<file path="src/aims_regs.svh">
/*
  Register offsets, field positions, reset values and selector codes
  for the analog input multiplexer sequencer.
  Assumes the control bytes sit on a byte-wide memory-mapped port.
*/
`ifndef AIMS_REGS_SVH
`define AIMS_REGS_SVH
`define AIMS_ADDR_FRAME 16'h2100
`define AIMS_ADDR_SEL89 16'h2101
`define AIMS_ADDR_SEL67 16'h2102
`define AIMS_ADDR_SEL45 16'h2103
`define AIMS_ADDR_SEL23 16'h2104
`define AIMS_ADDR_SEL01 16'h2105
`define AIMS_ADDR_EQU 16'h2106
`define AIMS_ADDR_PAIR 16'h210C
`define AIMS_ADDR_CLK 16'h2200
`define AIMS_ADDR_PREAMP 16'h2704
`define AIMS_ADDR_REMOTE 16'h2709
`define AIMS_RESET_BYTE 8'h00
`define AIMS_BIT_PREAMP 5
`define AIMS_BIT_RMT_A 3
`define AIMS_BIT_RMT_B 4
`define AIMS_BIT_RMT_C 5
`define AIMS_BIT_DIFF_N 4
`define AIMS_BIT_DIFF_A 5
`define AIMS_BIT_DIFF_B 6
`define AIMS_BIT_DIFF_C 7
`define AIMS_EQU_SUM3 3'h5
`define AIMS_SEL_MAX 4'hA
`define AIMS_NUM_SLOTS 11
`define AIMS_GAIN_HIGH 4'h8
`define AIMS_GAIN_UNITY 4'h1
`define AIMS_CODE_PAIR_A 4'h2
`define AIMS_CODE_PAIR_B 4'h4
`define AIMS_CODE_PAIR_C 4'h6
`define AIMS_CONV_CYCLES 16'h0010
`endif

</file>
<file path="src/aims_pkg.sv">
/*
  Types for the analog input multiplexer sequencer.
  Assumes aims_regs.svh is available on the include path.
*/
package aims_pkg;
  typedef enum logic [1:0] {
    AIMS_IDLE = 2'b00,
    AIMS_CONV = 2'b01,
    AIMS_NEXT = 2'b10
  } aims_state_e;

  typedef struct packed {
    aims_state_e state;
    logic [7:0] frameReg;
    logic [7:0] sel89;
    logic [7:0] sel67;
    logic [7:0] sel45;
    logic [7:0] sel23;
    logic [7:0] sel01;
    logic [7:0] equReg;
    logic [7:0] pairReg;
    logic [7:0] clkReg;
    logic [7:0] preReg;
    logic [7:0] rmtReg;
    logic [43:0] selShadow;
    logic [3:0] lenShadow;
    logic [3:0] slot;
    logic [15:0] convCnt;
    logic [3:0] muxSel;
    logic muxEn;
    logic [7:0] rdData;
    logic slotStart;
    logic frameStart;
  } aims_state_s;
endpackage

</file>
<file path="src/aims_sequencer.sv">
/*
  Analog input multiplexer sequencer: control bytes, frame shadow
  copies and the slot stepping state machine.
  Assumes a byte-wide register port synchronous to the converter clock
  and a converter that takes each slot for a fixed number of cycles.
*/
`timescale 1ns/10ps
`default_nettype none
`include "aims_regs.svh"
module aims_sequencer
#(
  parameter logic [15:0] CONV_CYCLES = `AIMS_CONV_CYCLES
)
(
  // Clock and reset
  input wire logic clock,
  input wire logic sys_rst,
  // Control byte port
  input wire logic regWrite,
  input wire logic [15:0] regAddr,
  input wire logic [7:0] regWdata,
  output logic [7:0] regRdata,
  // Converter input routing
  output logic [3:0] muxSelect,
  output logic muxEnable,
  output logic [3:0] preampGain,
  output logic slotStart,
  output logic frameStart,
  // Configuration seen by the rest of the front end
  output logic diffEnablePairN,
  output logic [2:0] remoteEnables,
  output logic [2:0] meteringEquation,
  output logic [1:0] filterLengthSelect,
  output logic [7:0] converterClockSelect
);
  import aims_pkg::*;

  aims_state_s q;
  aims_state_s d;

  // Register index codes shared by the write and read decoders
  localparam logic [3:0] IDX_FRAME = 4'h0;
  localparam logic [3:0] IDX_SEL89 = 4'h1;
  localparam logic [3:0] IDX_SEL67 = 4'h2;
  localparam logic [3:0] IDX_SEL45 = 4'h3;
  localparam logic [3:0] IDX_SEL23 = 4'h4;
  localparam logic [3:0] IDX_SEL01 = 4'h5;
  localparam logic [3:0] IDX_EQU = 4'h6;
  localparam logic [3:0] IDX_PAIR = 4'h7;
  localparam logic [3:0] IDX_CLK = 4'h8;
  localparam logic [3:0] IDX_PREAMP = 4'h9;
  localparam logic [3:0] IDX_REMOTE = 4'hA;
  localparam logic [3:0] IDX_NONE = 4'hF;
  localparam logic [3:0] NUM_SLOTS = 4'(`AIMS_NUM_SLOTS);

  // Byte address to register index; one decoder keeps writes and reads in step
  function automatic logic [3:0] regIndex(input logic [15:0] addr);
    unique case (addr)
      `AIMS_ADDR_FRAME: regIndex = IDX_FRAME;
      `AIMS_ADDR_SEL89: regIndex = IDX_SEL89;
      `AIMS_ADDR_SEL67: regIndex = IDX_SEL67;
      `AIMS_ADDR_SEL45: regIndex = IDX_SEL45;
      `AIMS_ADDR_SEL23: regIndex = IDX_SEL23;
      `AIMS_ADDR_SEL01: regIndex = IDX_SEL01;
      `AIMS_ADDR_EQU: regIndex = IDX_EQU;
      `AIMS_ADDR_PAIR: regIndex = IDX_PAIR;
      `AIMS_ADDR_CLK: regIndex = IDX_CLK;
      `AIMS_ADDR_PREAMP: regIndex = IDX_PREAMP;
      `AIMS_ADDR_REMOTE: regIndex = IDX_REMOTE;
      default: regIndex = IDX_NONE;
    endcase
  endfunction

  // Usable slot count; lengths past the last slot stop there, since no
  // selector exists beyond slot 10 and the lane index would run off the end
  function automatic logic [3:0] frameLen(input logic [3:0] field);
    frameLen = (field > NUM_SLOTS) ? NUM_SLOTS : field;
  endfunction

  // True when a code names a current pair handed to the remote link
  function automatic logic isRemote(input logic [3:0] code, input logic [7:0] rmt);
    isRemote = ((code == `AIMS_CODE_PAIR_A) && rmt[`AIMS_BIT_RMT_A]) ||
               ((code == `AIMS_CODE_PAIR_B) && rmt[`AIMS_BIT_RMT_B]) ||
               ((code == `AIMS_CODE_PAIR_C) && rmt[`AIMS_BIT_RMT_C]);
  endfunction

  // Live selectors packed slot 0 upward
  logic [43:0] liveSel;
  assign liveSel = {q.frameReg[3:0], q.sel89[7:4], q.sel89[3:0], q.sel67[7:4], q.sel67[3:0],
                    q.sel45[7:4], q.sel45[3:0], q.sel23[7:4], q.sel23[3:0],
                    q.sel01[7:4], q.sel01[3:0]};

  // Per-slot code and remote flag out of the shadow copy, one lane per slot
  wire logic [3:0] slotCode [`AIMS_NUM_SLOTS];
  wire logic [`AIMS_NUM_SLOTS-1:0] slotRemote;
  genvar gi;
  generate
    for (gi = 0; gi < `AIMS_NUM_SLOTS; gi++)
    begin : g_slot
      assign slotCode[gi] = q.selShadow[gi*4 +: 4];
      // Live enables, so a pair handed to the link mutes from its next slot
      assign slotRemote[gi] = isRemote(slotCode[gi], q.rmtReg);
    end
  endgenerate

  // Next-state logic: register writes, reads, and the slot sequencer
  always_comb
  begin
    d = q;
    d.slotStart = 1'b0;
    d.frameStart = 1'b0;
    // Byte writes land immediately; the sequencer sees shadow length and selectors but live remote enables
    if (regWrite)
    begin
      unique case (regIndex(regAddr))
        IDX_FRAME: d.frameReg = regWdata;
        IDX_SEL89: d.sel89 = regWdata;
        IDX_SEL67: d.sel67 = regWdata;
        IDX_SEL45: d.sel45 = regWdata;
        IDX_SEL23: d.sel23 = regWdata;
        IDX_SEL01: d.sel01 = regWdata;
        IDX_EQU: d.equReg = regWdata;
        IDX_PAIR: d.pairReg = regWdata;
        IDX_CLK: d.clkReg = regWdata;
        IDX_PREAMP: d.preReg = regWdata;
        IDX_REMOTE: d.rmtReg = regWdata;
        default: d.frameReg = q.frameReg; // Unmapped bytes ignore writes
      endcase
    end
    // Read data registered; unmapped bytes read zero
    unique case (regIndex(regAddr))
      IDX_FRAME: d.rdData = q.frameReg;
      IDX_SEL89: d.rdData = q.sel89;
      IDX_SEL67: d.rdData = q.sel67;
      IDX_SEL45: d.rdData = q.sel45;
      IDX_SEL23: d.rdData = q.sel23;
      IDX_SEL01: d.rdData = q.sel01;
      IDX_EQU: d.rdData = q.equReg;
      IDX_PAIR: d.rdData = q.pairReg;
      IDX_CLK: d.rdData = q.clkReg;
      IDX_PREAMP: d.rdData = q.preReg;
      IDX_REMOTE: d.rdData = q.rmtReg;
      default: d.rdData = `AIMS_RESET_BYTE;
    endcase
    // Slot sequencer
    unique case (q.state)
      AIMS_IDLE:
      begin
        // A zero frame length parks the multiplexer, which is what lets
        // software rewrite the selectors safely
        d.muxEn = 1'b0;
        if (q.frameReg[7:4] != 4'h0)
        begin
          d.lenShadow = frameLen(q.frameReg[7:4]);
          d.selShadow = liveSel;
          d.slot = 4'h0;
          d.state = AIMS_NEXT;
          d.frameStart = 1'b1;
        end
      end
      AIMS_NEXT:
      begin
        d.muxSel = slotCode[q.slot];
        // Pairs remote when their slot is routed are kept off the local converter
        d.muxEn = !slotRemote[q.slot];
        d.convCnt = CONV_CYCLES;
        d.slotStart = 1'b1;
        d.state = AIMS_CONV;
      end
      AIMS_CONV:
      begin
        if (q.convCnt > 16'h0001)
        begin
          d.convCnt = q.convCnt - 16'h0001;
        end
        else if (q.slot + 4'h1 < q.lenShadow)
        begin
          d.slot = q.slot + 4'h1;
          d.state = AIMS_NEXT;
        end
        else
        begin
          // Frame done; the next one picks up any new settings
          d.state = AIMS_IDLE;
          d.muxEn = 1'b0;
        end
      end
      default: d.state = AIMS_IDLE;
    endcase
  end

  // State register
  always_ff @(posedge clock)
  begin
    if (sys_rst)
    begin
      q <= '0;
    end
    else
    begin
      q <= d;
    end
  end

  // Outputs
  assign regRdata = q.rdData;
  assign muxSelect = q.muxSel;
  assign muxEnable = q.muxEn;
  assign slotStart = q.slotStart;
  assign frameStart = q.frameStart;
  // Gain sits ahead of the multiplexer on the first pair, so it follows the bit alone
  assign preampGain = q.preReg[`AIMS_BIT_PREAMP] ? `AIMS_GAIN_HIGH : `AIMS_GAIN_UNITY;
  assign diffEnablePairN = q.pairReg[`AIMS_BIT_DIFF_N];
  assign remoteEnables = q.rmtReg[`AIMS_BIT_RMT_C:`AIMS_BIT_RMT_A];
  assign meteringEquation = q.equReg[7:5];
  assign filterLengthSelect = q.pairReg[2:1];
  assign converterClockSelect = q.clkReg;
endmodule
`default_nettype wire

</file>
<file path="config.mk">
export PLATFORM = sky130hd
export DESIGN_NAME = aims_sequencer
export DESIGN_NICKNAME = d
export VERILOG_FILES = /design/src/aims_pkg.sv /design/src/aims_sequencer.sv
export VERILOG_INCLUDE_DIRS = /design/src
export SDC_FILE = /design/constraint.sdc
export NUM_CORES = 1
export LEC_CHECK = 0
export BUFFER_PORTS_ARGS = -buffer_cell sky130_fd_sc_hd__buf_4
export CORE_MARGIN = 1
export CORE_UTILIZATION = 30
export DETAILED_ROUTE_END_ITERATION = 10
export PLACE_DENSITY_LB_ADDON = 0.3
export SKIP_CTS_REPAIR_TIMING = 1
export SYNTH_ARGS = -nofsm -noshare
export SYNTH_HDL_FRONTEND = slang
export SYNTH_SLANG_ARGS = --single-unit
</file>
<file path="constraint.sdc">
create_clock -name clock -period 3.6 [get_ports clock]
set_clock_uncertainty 0.15 [all_clocks]
set_input_delay 0.36 -clock clock [delete_from_list [all_inputs] [get_ports clock]]
set_output_delay 0.36 -clock clock [all_outputs]
set_load 0.02 [all_outputs]
</file>
**After elaboration in Yosys (flattened, before gate mapping)**

Cells that the tools add are included.

- Register bits after elaboration: 173
- Input port bits: 27
- Output and inout port bits: 36
- Logic and storage cells: 206

- Add/sub/neg operators: 2
- Order comparisons: 5
- Equality and inequality tests: 71
- Muxes and demuxes: 25
- Bitwise logic cells: 2
- Reduce and logical (&&, ||, !) cells: 80

Operator list:

| kind | number |
|---|---|
| equality test 16 x 14 -> 1 bit, second input constant | 11 |
| equality test 4 x 3 -> 1 bit, second input constant | 30 |
| one-hot mux 8 bit (11 select lines) | 1 |
| equality test 4 x 2 -> 1 bit, second input constant | 15 |
| one-hot mux 4 bit (11 select lines) | 1 |
| logical AND 1 bit | 33 |
| 2-to-1 mux 4 bit | 8 |
| one-hot mux 16 bit (2 select lines) | 1 |
| AND reduction 2 bit | 14 |
| equality test 4 bit, second input constant | 6 |
| logical OR 1 bit | 22 |
| binary-select mux 4 bit (select 4 bit) | 1 |
| greater-than comparator 16 x 1 -> 1 bit, second input constant | 1 |
| 2-to-1 mux 16 bit | 1 |
| subtractor 16 x 1 -> 16 bit, second input constant | 1 |
| != test 2 bit, second input constant | 5 |
| equality test 4 x 1 -> 1 bit, second input constant | 2 |
| logical NOT 4 bit | 2 |
| one-hot mux 4 bit (2 select lines) | 1 |
| 2-to-1 mux 2 bit | 3 |
| one-hot mux 2 bit (3 select lines) | 1 |
| >= comparator 5 bit, second input constant | 1 |
| less-than comparator 4 x 5 -> 1 bit, second input constant | 1 |
| 2-to-1 mux 1 bit | 5 |
| 17 further kinds | 18 |

**Logic depth before layout (Yosys ltp)**

Gate-level depths: netlist of the first run.

- Word-level depth: 8
- Depth in mapped cells: 11
- Mapped depth without buffers: 9

**Worst setup path after synthesis of the first run**

Ideal clock, no wire load.

- Path kind: flip-flop to flip-flop
- Start point: register q[31] in the netlist's numbering
- End point: register q[34] in the netlist's numbering
- Library setup time: 0.058 ns
- Data arrival time: 2.672 ns
- Data required time: 3.392 ns
- Slack: 0.720 ns
- Stages on the path, launching flop included: 12
- Buffers on the path: 2
- Period minus slack after synthesis: 2.880 ns
- Path through: dfxtp_1 -> buf_2 -> clkbuf_1 -> nand3_1 -> xnor2_1 -> ha_1 -> or3_1 -> o221ai_1 -> nand4_1 -> or4_1 -> nand2b_1 -> nand2_1

- Word-level cells in the longest chain between the ends: 4
- Elaborated cells between the ends (all ways): 7
- Those cells by class: 1 x add/sub; 1 x order compare; 1 x eq/ne; 3 x mux; 1 x reduce/logical

RTL lines:

| what | line | source |
|---|---|---|
| start, declared | aims_sequencer.sv:38 | `aims_state_s q;` |
| start signal, assigned | aims_sequencer.sv:197 | `q <= '0;` |
| start signal, assigned | aims_sequencer.sv:201 | `q <= d;` |
| adder 4 x 1 -> 4 bit * | aims_sequencer.sv:176, aims_sequencer.sv:178 |  |
| less-than comparator 4 bit / 2-to-1 mux 4 bit (equally long branches) | aims_sequencer.sv:176 | `else if (q.slot + 4'h1 < q.lenShadow)` |
| != test 2 bit (no line) / 2-to-1 mux 4 bit (equally long branches) | -- |  |
| AND reduction 4 bit (no line) / one-hot mux 4 bit (2 select lines) (equally long branches) | -- |  |

Mark *: on every way between the ends. The rest lies on a longest branch, timed or not. The select of a mux whose other input is x is not followed.
A chain may end at the register's enable or synchronous reset.

**Worst setup path in the final report of the first run**

- Start point: register q[33] in the netlist's numbering
- End point: register q[34] in the netlist's numbering

The elaborated chain is that of the path after synthesis.

==> impl_results.md, run 1 <==
- Initial antenna violation count: 0
- # port buffers: 60
- Critical Path Stages: 10
- Pwr Density: slightly above 400 nW/um^2
- Cell family with most CP delay: simple AND/OR/NAND/NOR gates
- Initial drt markers: 606
- Global-route wire length before repair: ~38,000 um
- Startpoint Class: flip-flop
- H-Tree Level Count: 4
- Yosys top cell area share: 0.415
- Die Y-Extent: ~170 um
- Synth Area in Compound Gates: 0.180
- Largest net degree at the start of global routing: 96
- Post-layout util: 0.350
- Largest family of logic cells by synthesized area: simple AND/OR/NAND/NOR gates
- Critical path buffers and inverters: 1
- Post-synth cell types: 74
- Vias in the first global route: 6,596
- Reg clk slew, reported paths: 0.07 ns
- Slew at the pin with the worst max-slew slack: 1.02 ns
- Switching Share: 0.253
- Share of cells above drive strength 1: 0.150
- Synthesized cell area: 8350 um^2
- XOR/XNOR Fraction of Synth Area: 0.00839
- Setup TNS: 0 ns
- Cells along the critical path: buf_4, nand3_1, xnor2_1, ha_1, or3_1, o221ai_1, nand4_1, or4_1, nand2b_1, nand2_1
- Synth area leader: dfxtp_1
- Total number of vias: 7,315
- Synth Area in Adders: 0.0102
- Cell count after synthesis: 1,015
- Commonest cells in the synthesized netlist: 195 x nand2_1, 173 x dfxtp_1, 112 x a21oi_1
- TritonCTS buffer count: 17
- Sw Pwr: 965 uW
- Final hold vios: 0
- Clock period minus worst slack: 2.82 ns
- Highest routing layer actually used: met4
- Worst slew margin: 0.320
- Fmax: 0.355 GHz
- Die span in x: 169 um
- Worst EP required: between 3 and 4 ns
- Routed Antenna Nets: 0
- FFs w/ async S/R, synth: 0
- Top post-synthesis cells by area: dfxtp_1 41%, nand2_1 8.8%, a21oi_1 6.7%
- Post-route clock period utilization: 0.784
- Leak pwr: 0.00312 uW
- Seq/Total Area, Yosys: 0.415
- CP max stage cell: or4_1
- Crit path DAT: 3.06 ns
- Count leader, synth: nand2_1
- Crit path kind: reg -> reg
- Final setup viols: 0
- Power share of the clock group: 0.466
- #FFs+latches synth: 173
- Max-slew violations: 0
- All-Layer GR Usage: 0.175
- Congestion Overflow GR: 0
- RSZ-0062 raised after global routing: false
- Outcome: finished, final reports clean
- Gpl congestion: 0.849
- Crit Path Max Fanout: 14
- Area delta synth->final: 13.6%
- Diodes inserted: 0
- Vias per cell: 5.23
- CP Capture Type: flip-flop
- Mux share of post-synthesis cell area: 0.0991
- Final HPWL DP: approximately 17,000 um
- Routed wl met2: 11,500 um
- Seq pwr share: 0.500
- Met1 WL: 11,400 um
- Starting Density: 0.308
- Met3 routed WL: 1270 um
- DR WL/cell: 17.5 um
- CTS root buffer: clkbuf_16
- Synth Flop Type: dfxtp_1
- Cell depth of the worst flop-to-flop path: 10
- Post-synthesis simple-gate area fraction: 0.218
- Clock latency on the worst-skew pair: approximately 0.45 ns
- Clock sink count: between 150 and 200
- Number of remaining DRC errors: 0
- Min-delay worst type: in -> reg
- Drt pass-1 iters: 6
- Yosys warnings: 0
- Mean post-synth cell area: 8.23 um^2
- Int Power: roughly 2900 uW
- Worst Hold Path Cells: 3
- CTS tree: built
- WL final: 24,500 um
- Die ar.: 28,500 um^2
- Max-Cap Viols: 0
- Max clock buf depth: 2
- Final net count: 1,048
- CP max stage delay: 0.51 ns
- VDD IR max: 323 uV
- Post-synth EDFFs: 0
- CORE AREA: roughly 27,000 um^2
- IO Pins: 63
- Number of core rows: 60
- Comb pwr share: 0.034
## state kept, by name (all words and copies together), names as in the netlist
name                  count
converterClockSelect      8
diffEnablePairN           1
filterLengthSelect        2
frameStart                1
liveSel                  44
meteringEquation          3
muxEnable                 1
muxSelect                 4
q                        97
regRdata                  8
remoteEnables             3
slotStart                 1
## final timing paths
path                                  start               end  slack [ns]
worst max-delay path                  q[33]             q[34]        0.78
worst min-delay path            regWdata[4]  remoteEnables[1]        0.09
worst max register to register        q[33]             q[34]        0.78
worst min register to register       q[119]            q[119]        0.31
## cell type report
cell class | instances | area [um^2]
inverters | 17 | 63.8
multi-input cells | 723 | 4320
clock inverters | 13 | 116
clock buffers | 19 | 433
repair buffers | 83 | 623
flip-flops and latches | 173 | 3460
fillers | 2840 | 17600
well taps | 372 | 465
## worst min-delay path: stages
cell and delay [ns]:
buf_4 0.16, nand2_1 0.07, a21oi_1 0.05
## cells by family after synthesis
family                   after synthesis
AO/OA/AOI/OAI                        239
XOR/XNOR                               8
adder cells (fa/ha/maj)                7
buffers and inverters                120
flip-flops                           173
multiplexers                          71
other                                  1
AND/OR/NAND/NOR                      396
## routing by layer
| metal | global-route usage | vias to the layer above |
|---|---|---|
| li1 | - | 3585 |
| met3 | 0.0360 | 32 |
| met5 | 0 | - |
| met4 | 0.0534 | 0 |
| met1 | 0.239 | 3469 |
| met2 | 0.277 | 229 |
## power by group through the flow
stage / registers (uW) / logic, uW / clock network, uW
after floorplan: 1960 / 73.9 / 0
after global placement: 1960 / 129 / 0
after detailed placement: 1960 / 128 / 0
after CTS: 1910 / 128 / 1810
after global routing: 1910 / 137 / 1910
final: 1910 / 128 / 1780
## placed cells by master, fill, tap and decap left out, types with 5 or more instances in the layout
cell type	count
nand2_1	195
dfxtp_1	173
a21oi_1	112
buf_4	83
nor2_1	67
nand3_1	51
mux2i_1	50
o21ai_0	42
inv_1	17
clkbuf_16	17
a222oi_1	14
nor3_1	13
mux2_2	12
a211oi_1	9
mux4_2	8
inv_6	8
or3_1	7
nor4_1	7
o221ai_1	7
xor2_1	6
nand2b_1	6
a22oi_1	6
ha_1	6
nor3b_1	5
nand4_1	5
o211ai_1	5
a31oi_1	5
## stage by stage
step           setup slack, ns  hold WS (ns)  total power [uW]  instance area (um^2)  instances
2_1_floorplan            0.720         0.281              2030                  8350       1016
6_report                 0.779        0.0923              3820                  9480       1400
4_1_cts                  0.741        0.0857              3850                  9480       1400
3_5_place_dp             0.663         0.300              2080                  8930       1368
3_3_place_gp             0.641         0.293              2090                  8930       1368
5_1_grt                  0.526        0.0872              3960                  9480       1400
Note: power is estimated with default switching activity, not from simulation.
==> run 2, diff against run 1 <==
ABC_AREA = 1   (was default)
clock period = 2.4 ns   (was 3.6 ns; I/O delays follow)
==> impl_results.md, run 2 <==
- Diodes inserted: 0
- Clock period minus worst slack: 2.11 ns
- Die Y-Extent: between 150 and 200 um
- Switching Share: 0.252
- Initial antenna violation count: 1
- Post-synth EDFFs: 0
- Routed Antenna Nets: 0
- Vias in the first global route: 7,241
- CTS tree: built
- TritonCTS buffer count: 17
- Min-delay worst type: in -> reg
- Yosys warnings: 0
- Congestion Overflow GR: 0
- Post-route clock period utilization: 0.880
- Max clock buf depth: 2
- CTS root buffer: clkbuf_16
- Mean post-synth cell area: 7.23 um^2
- Worst slew margin: 0.562
- Initial drt markers: 680
- Violated checks: negative hold slack
- Largest register by flop count: q
- RSZ-0062 raised after global routing: false
- H-Tree Level Count: 4
- Hold Slack: -0.00420 ns
- Int Power: ~4400 uW
- Seq/Total Area, Yosys: 0.416
- Sw Pwr: 1490 uW
- Slew at the pin with the worst max-slew slack: 0.652 ns
- Gpl congestion: approximately 0.92
- Area of the multi-input gates: slightly below 4000 um^2
- Crit path kind: reg -> reg
- Count leader, synth: a21oi_1
- Crit Path Max Fanout: 9
- Yosys top cell area share: 0.416
- Final net count: 1,244
- Fmax: about 0.47 GHz
- Comb pwr share: 0.035
- Outcome: finished, violations left
- Global-route wire length before repair: 40,900 um
- Area delta synth->final: 19.1%
- Total number of vias: 7,883
- Startpoint Class: flip-flop
- R2r setup slk: 0.29 ns
- Synth Flop Type: dfxtp_1
- WL final: 26,500 um
- Synth area leader: dfxtp_1
- Setup TNS: 0 ns
- Leak pwr: 0.00388 uW
- Commonest cells in the synthesized netlist: 175 x a21oi_1, 173 x dfxtp_1, 169 x o21ai_0
- Seq pwr share: 0.485
- Post-synth cell types: 48
- Reg clk slew, reported paths: 0.07 ns
- Final HPWL DP: around 20,000 um
- Pwr Total: 5910 uW
- Top post-synthesis cells by area: dfxtp_1 42%, a21oi_1 11%, o21ai_0 10%
- Vias per cell: 4.94
- Max-slew violations: 0
- Power share of the clock group: 0.480
- Largest net degree at the start of global routing: 81
- Most frequent cells in the layout: 175 x a21oi_1, 173 x dfxtp_1, 169 x o21ai_0
- Starting Density: 0.307
- Crit path DAT: 2.31 ns
- Commonest non-fill, non-tap cell in the layout: a21oi_1
- Number of core rows: 60
- Cell count after synthesis: 1,152
- CORE AREA: 27,100 um^2
- Worst EP required: about 2.6 ns
- Max reg flops: 97
- Drt pass-1 iters: 5
- Pre-CTS setup slack: -0.0528 ns
- Final hold vios: 1
- VDD IR max: 513 uV
- Pwr Density: 596 nW/um^2
- CP Capture Type: flip-flop
- Clock latency on the worst-skew pair: between 0.4 and 0.5 ns
- # port buffers: 60
- Share of cells above drive strength 1: 0.173
- Max-Cap Viols: 0
- Final setup viols: 0
- IO Pins: 63
- Die ar.: between 20,000 and 30,000 um^2
- Fillers: roughly 2,900
- Setup slack after layout: 0.289 ns
- Synthesized cell area: 8320 um^2
- All-Layer GR Usage: 0.188
- DR WL/cell: 16.6 um
- Die span in x: 169 um
- FFs w/ async S/R, synth: 0
- Reg area: 3460 um^2
- Number of remaining DRC errors: 0
- #FFs+latches synth: 173
- Clock sink count: 173
[run 2: cell types whose count changed after synthesis, moves of 13 or more]
cell / previous run / this run
nand2_1: 195 / 121
a21oi_1: 112 / 175
o21ai_0: 42 / 169
a222oi_1: 14 / 0
mux2i_1: 50 / 0
nand4_1: 5 / 18
nand2_2: 0 / 14
o22ai_1: 2 / 16
inv_1: 17 / 139
[run 2: final timing paths]
check / startpoint / endpoint / cells past startpoint
setup reg to reg: q[32] / q[32] / 8
hold reg to reg: q[83] / q[83] / 2
hold / removal: sys_rst / q[16] / 2
setup / recovery: q[32] / q[32] / 8
[run 2: power groups by stage]
stage               registers, uW  clock network, uW  logic, uW
detailed placement           2940                  0        205
global route                 2870               3000        226
finish                       2870               2830        206
floorplan                    2940                  0        102
global placement             2940                  0        205
CTS                          2870               2880        205
[run 2: routing by layer]
| metal | GRT usage | up-vias | part of all wire | routed length [um] |
|---|---|---|---|---|
| met5 | 0 | - | 0 | 0 |
| met4 | 0.0387 | 0 | 0.012 | 307 |
| met3 | 0.0304 | 18 | 0.045 | 1200 |
| met2 | 0.297 | 194 | 0.46 | 12200 |
| met1 | 0.268 | 3701 | 0.48 | 12700 |
| li1 | - | 3970 | - | - |
[run 2: cells by family after synthesis]
family,after synthesis,share of synthesized area
simple gates,333,0.191
xor+xnor,3,0.00316
other cells,1,0.000450
compound gates,403,0.258
buf+inv,233,0.123
flops,173,0.416
fa+ha+maj,6,0.00902
[run 2: layout make-up]
cell class | instances | share of cell area
Tap cell | 372 | 0.0469
Clock buffer | 17 | 0.0429
Multi-Input combinational cell | 747 | 0.389
Timing Repair Buffer | 123 | 0.0981
Sequential cell | 173 | 0.349
Inverter | 149 | 0.0564
Clock inverter | 15 | 0.0172
[run 2: through the flow]
stage | utilization | area, um^2 | cells
floorplan | - | 8330 | 1153
global placement | 0.344 | 9310 | 1564
detailed placement | 0.344 | 9310 | 1564
CTS | 0.366 | 9910 | 1596
global route | 0.366 | 9920 | 1596
finish | 0.366 | 9920 | 1596
[run 2: critical path, stage by stage (launching register included)]
cell	delay (ns)
dfxtp_1	0.33
ha_1	0.30
ha_1	0.28
a21o_1	0.18
a21o_1	0.15
a21oi_1	0.17
o21ai_1	0.08
buf_4	0.17
a211oi_1	0.23
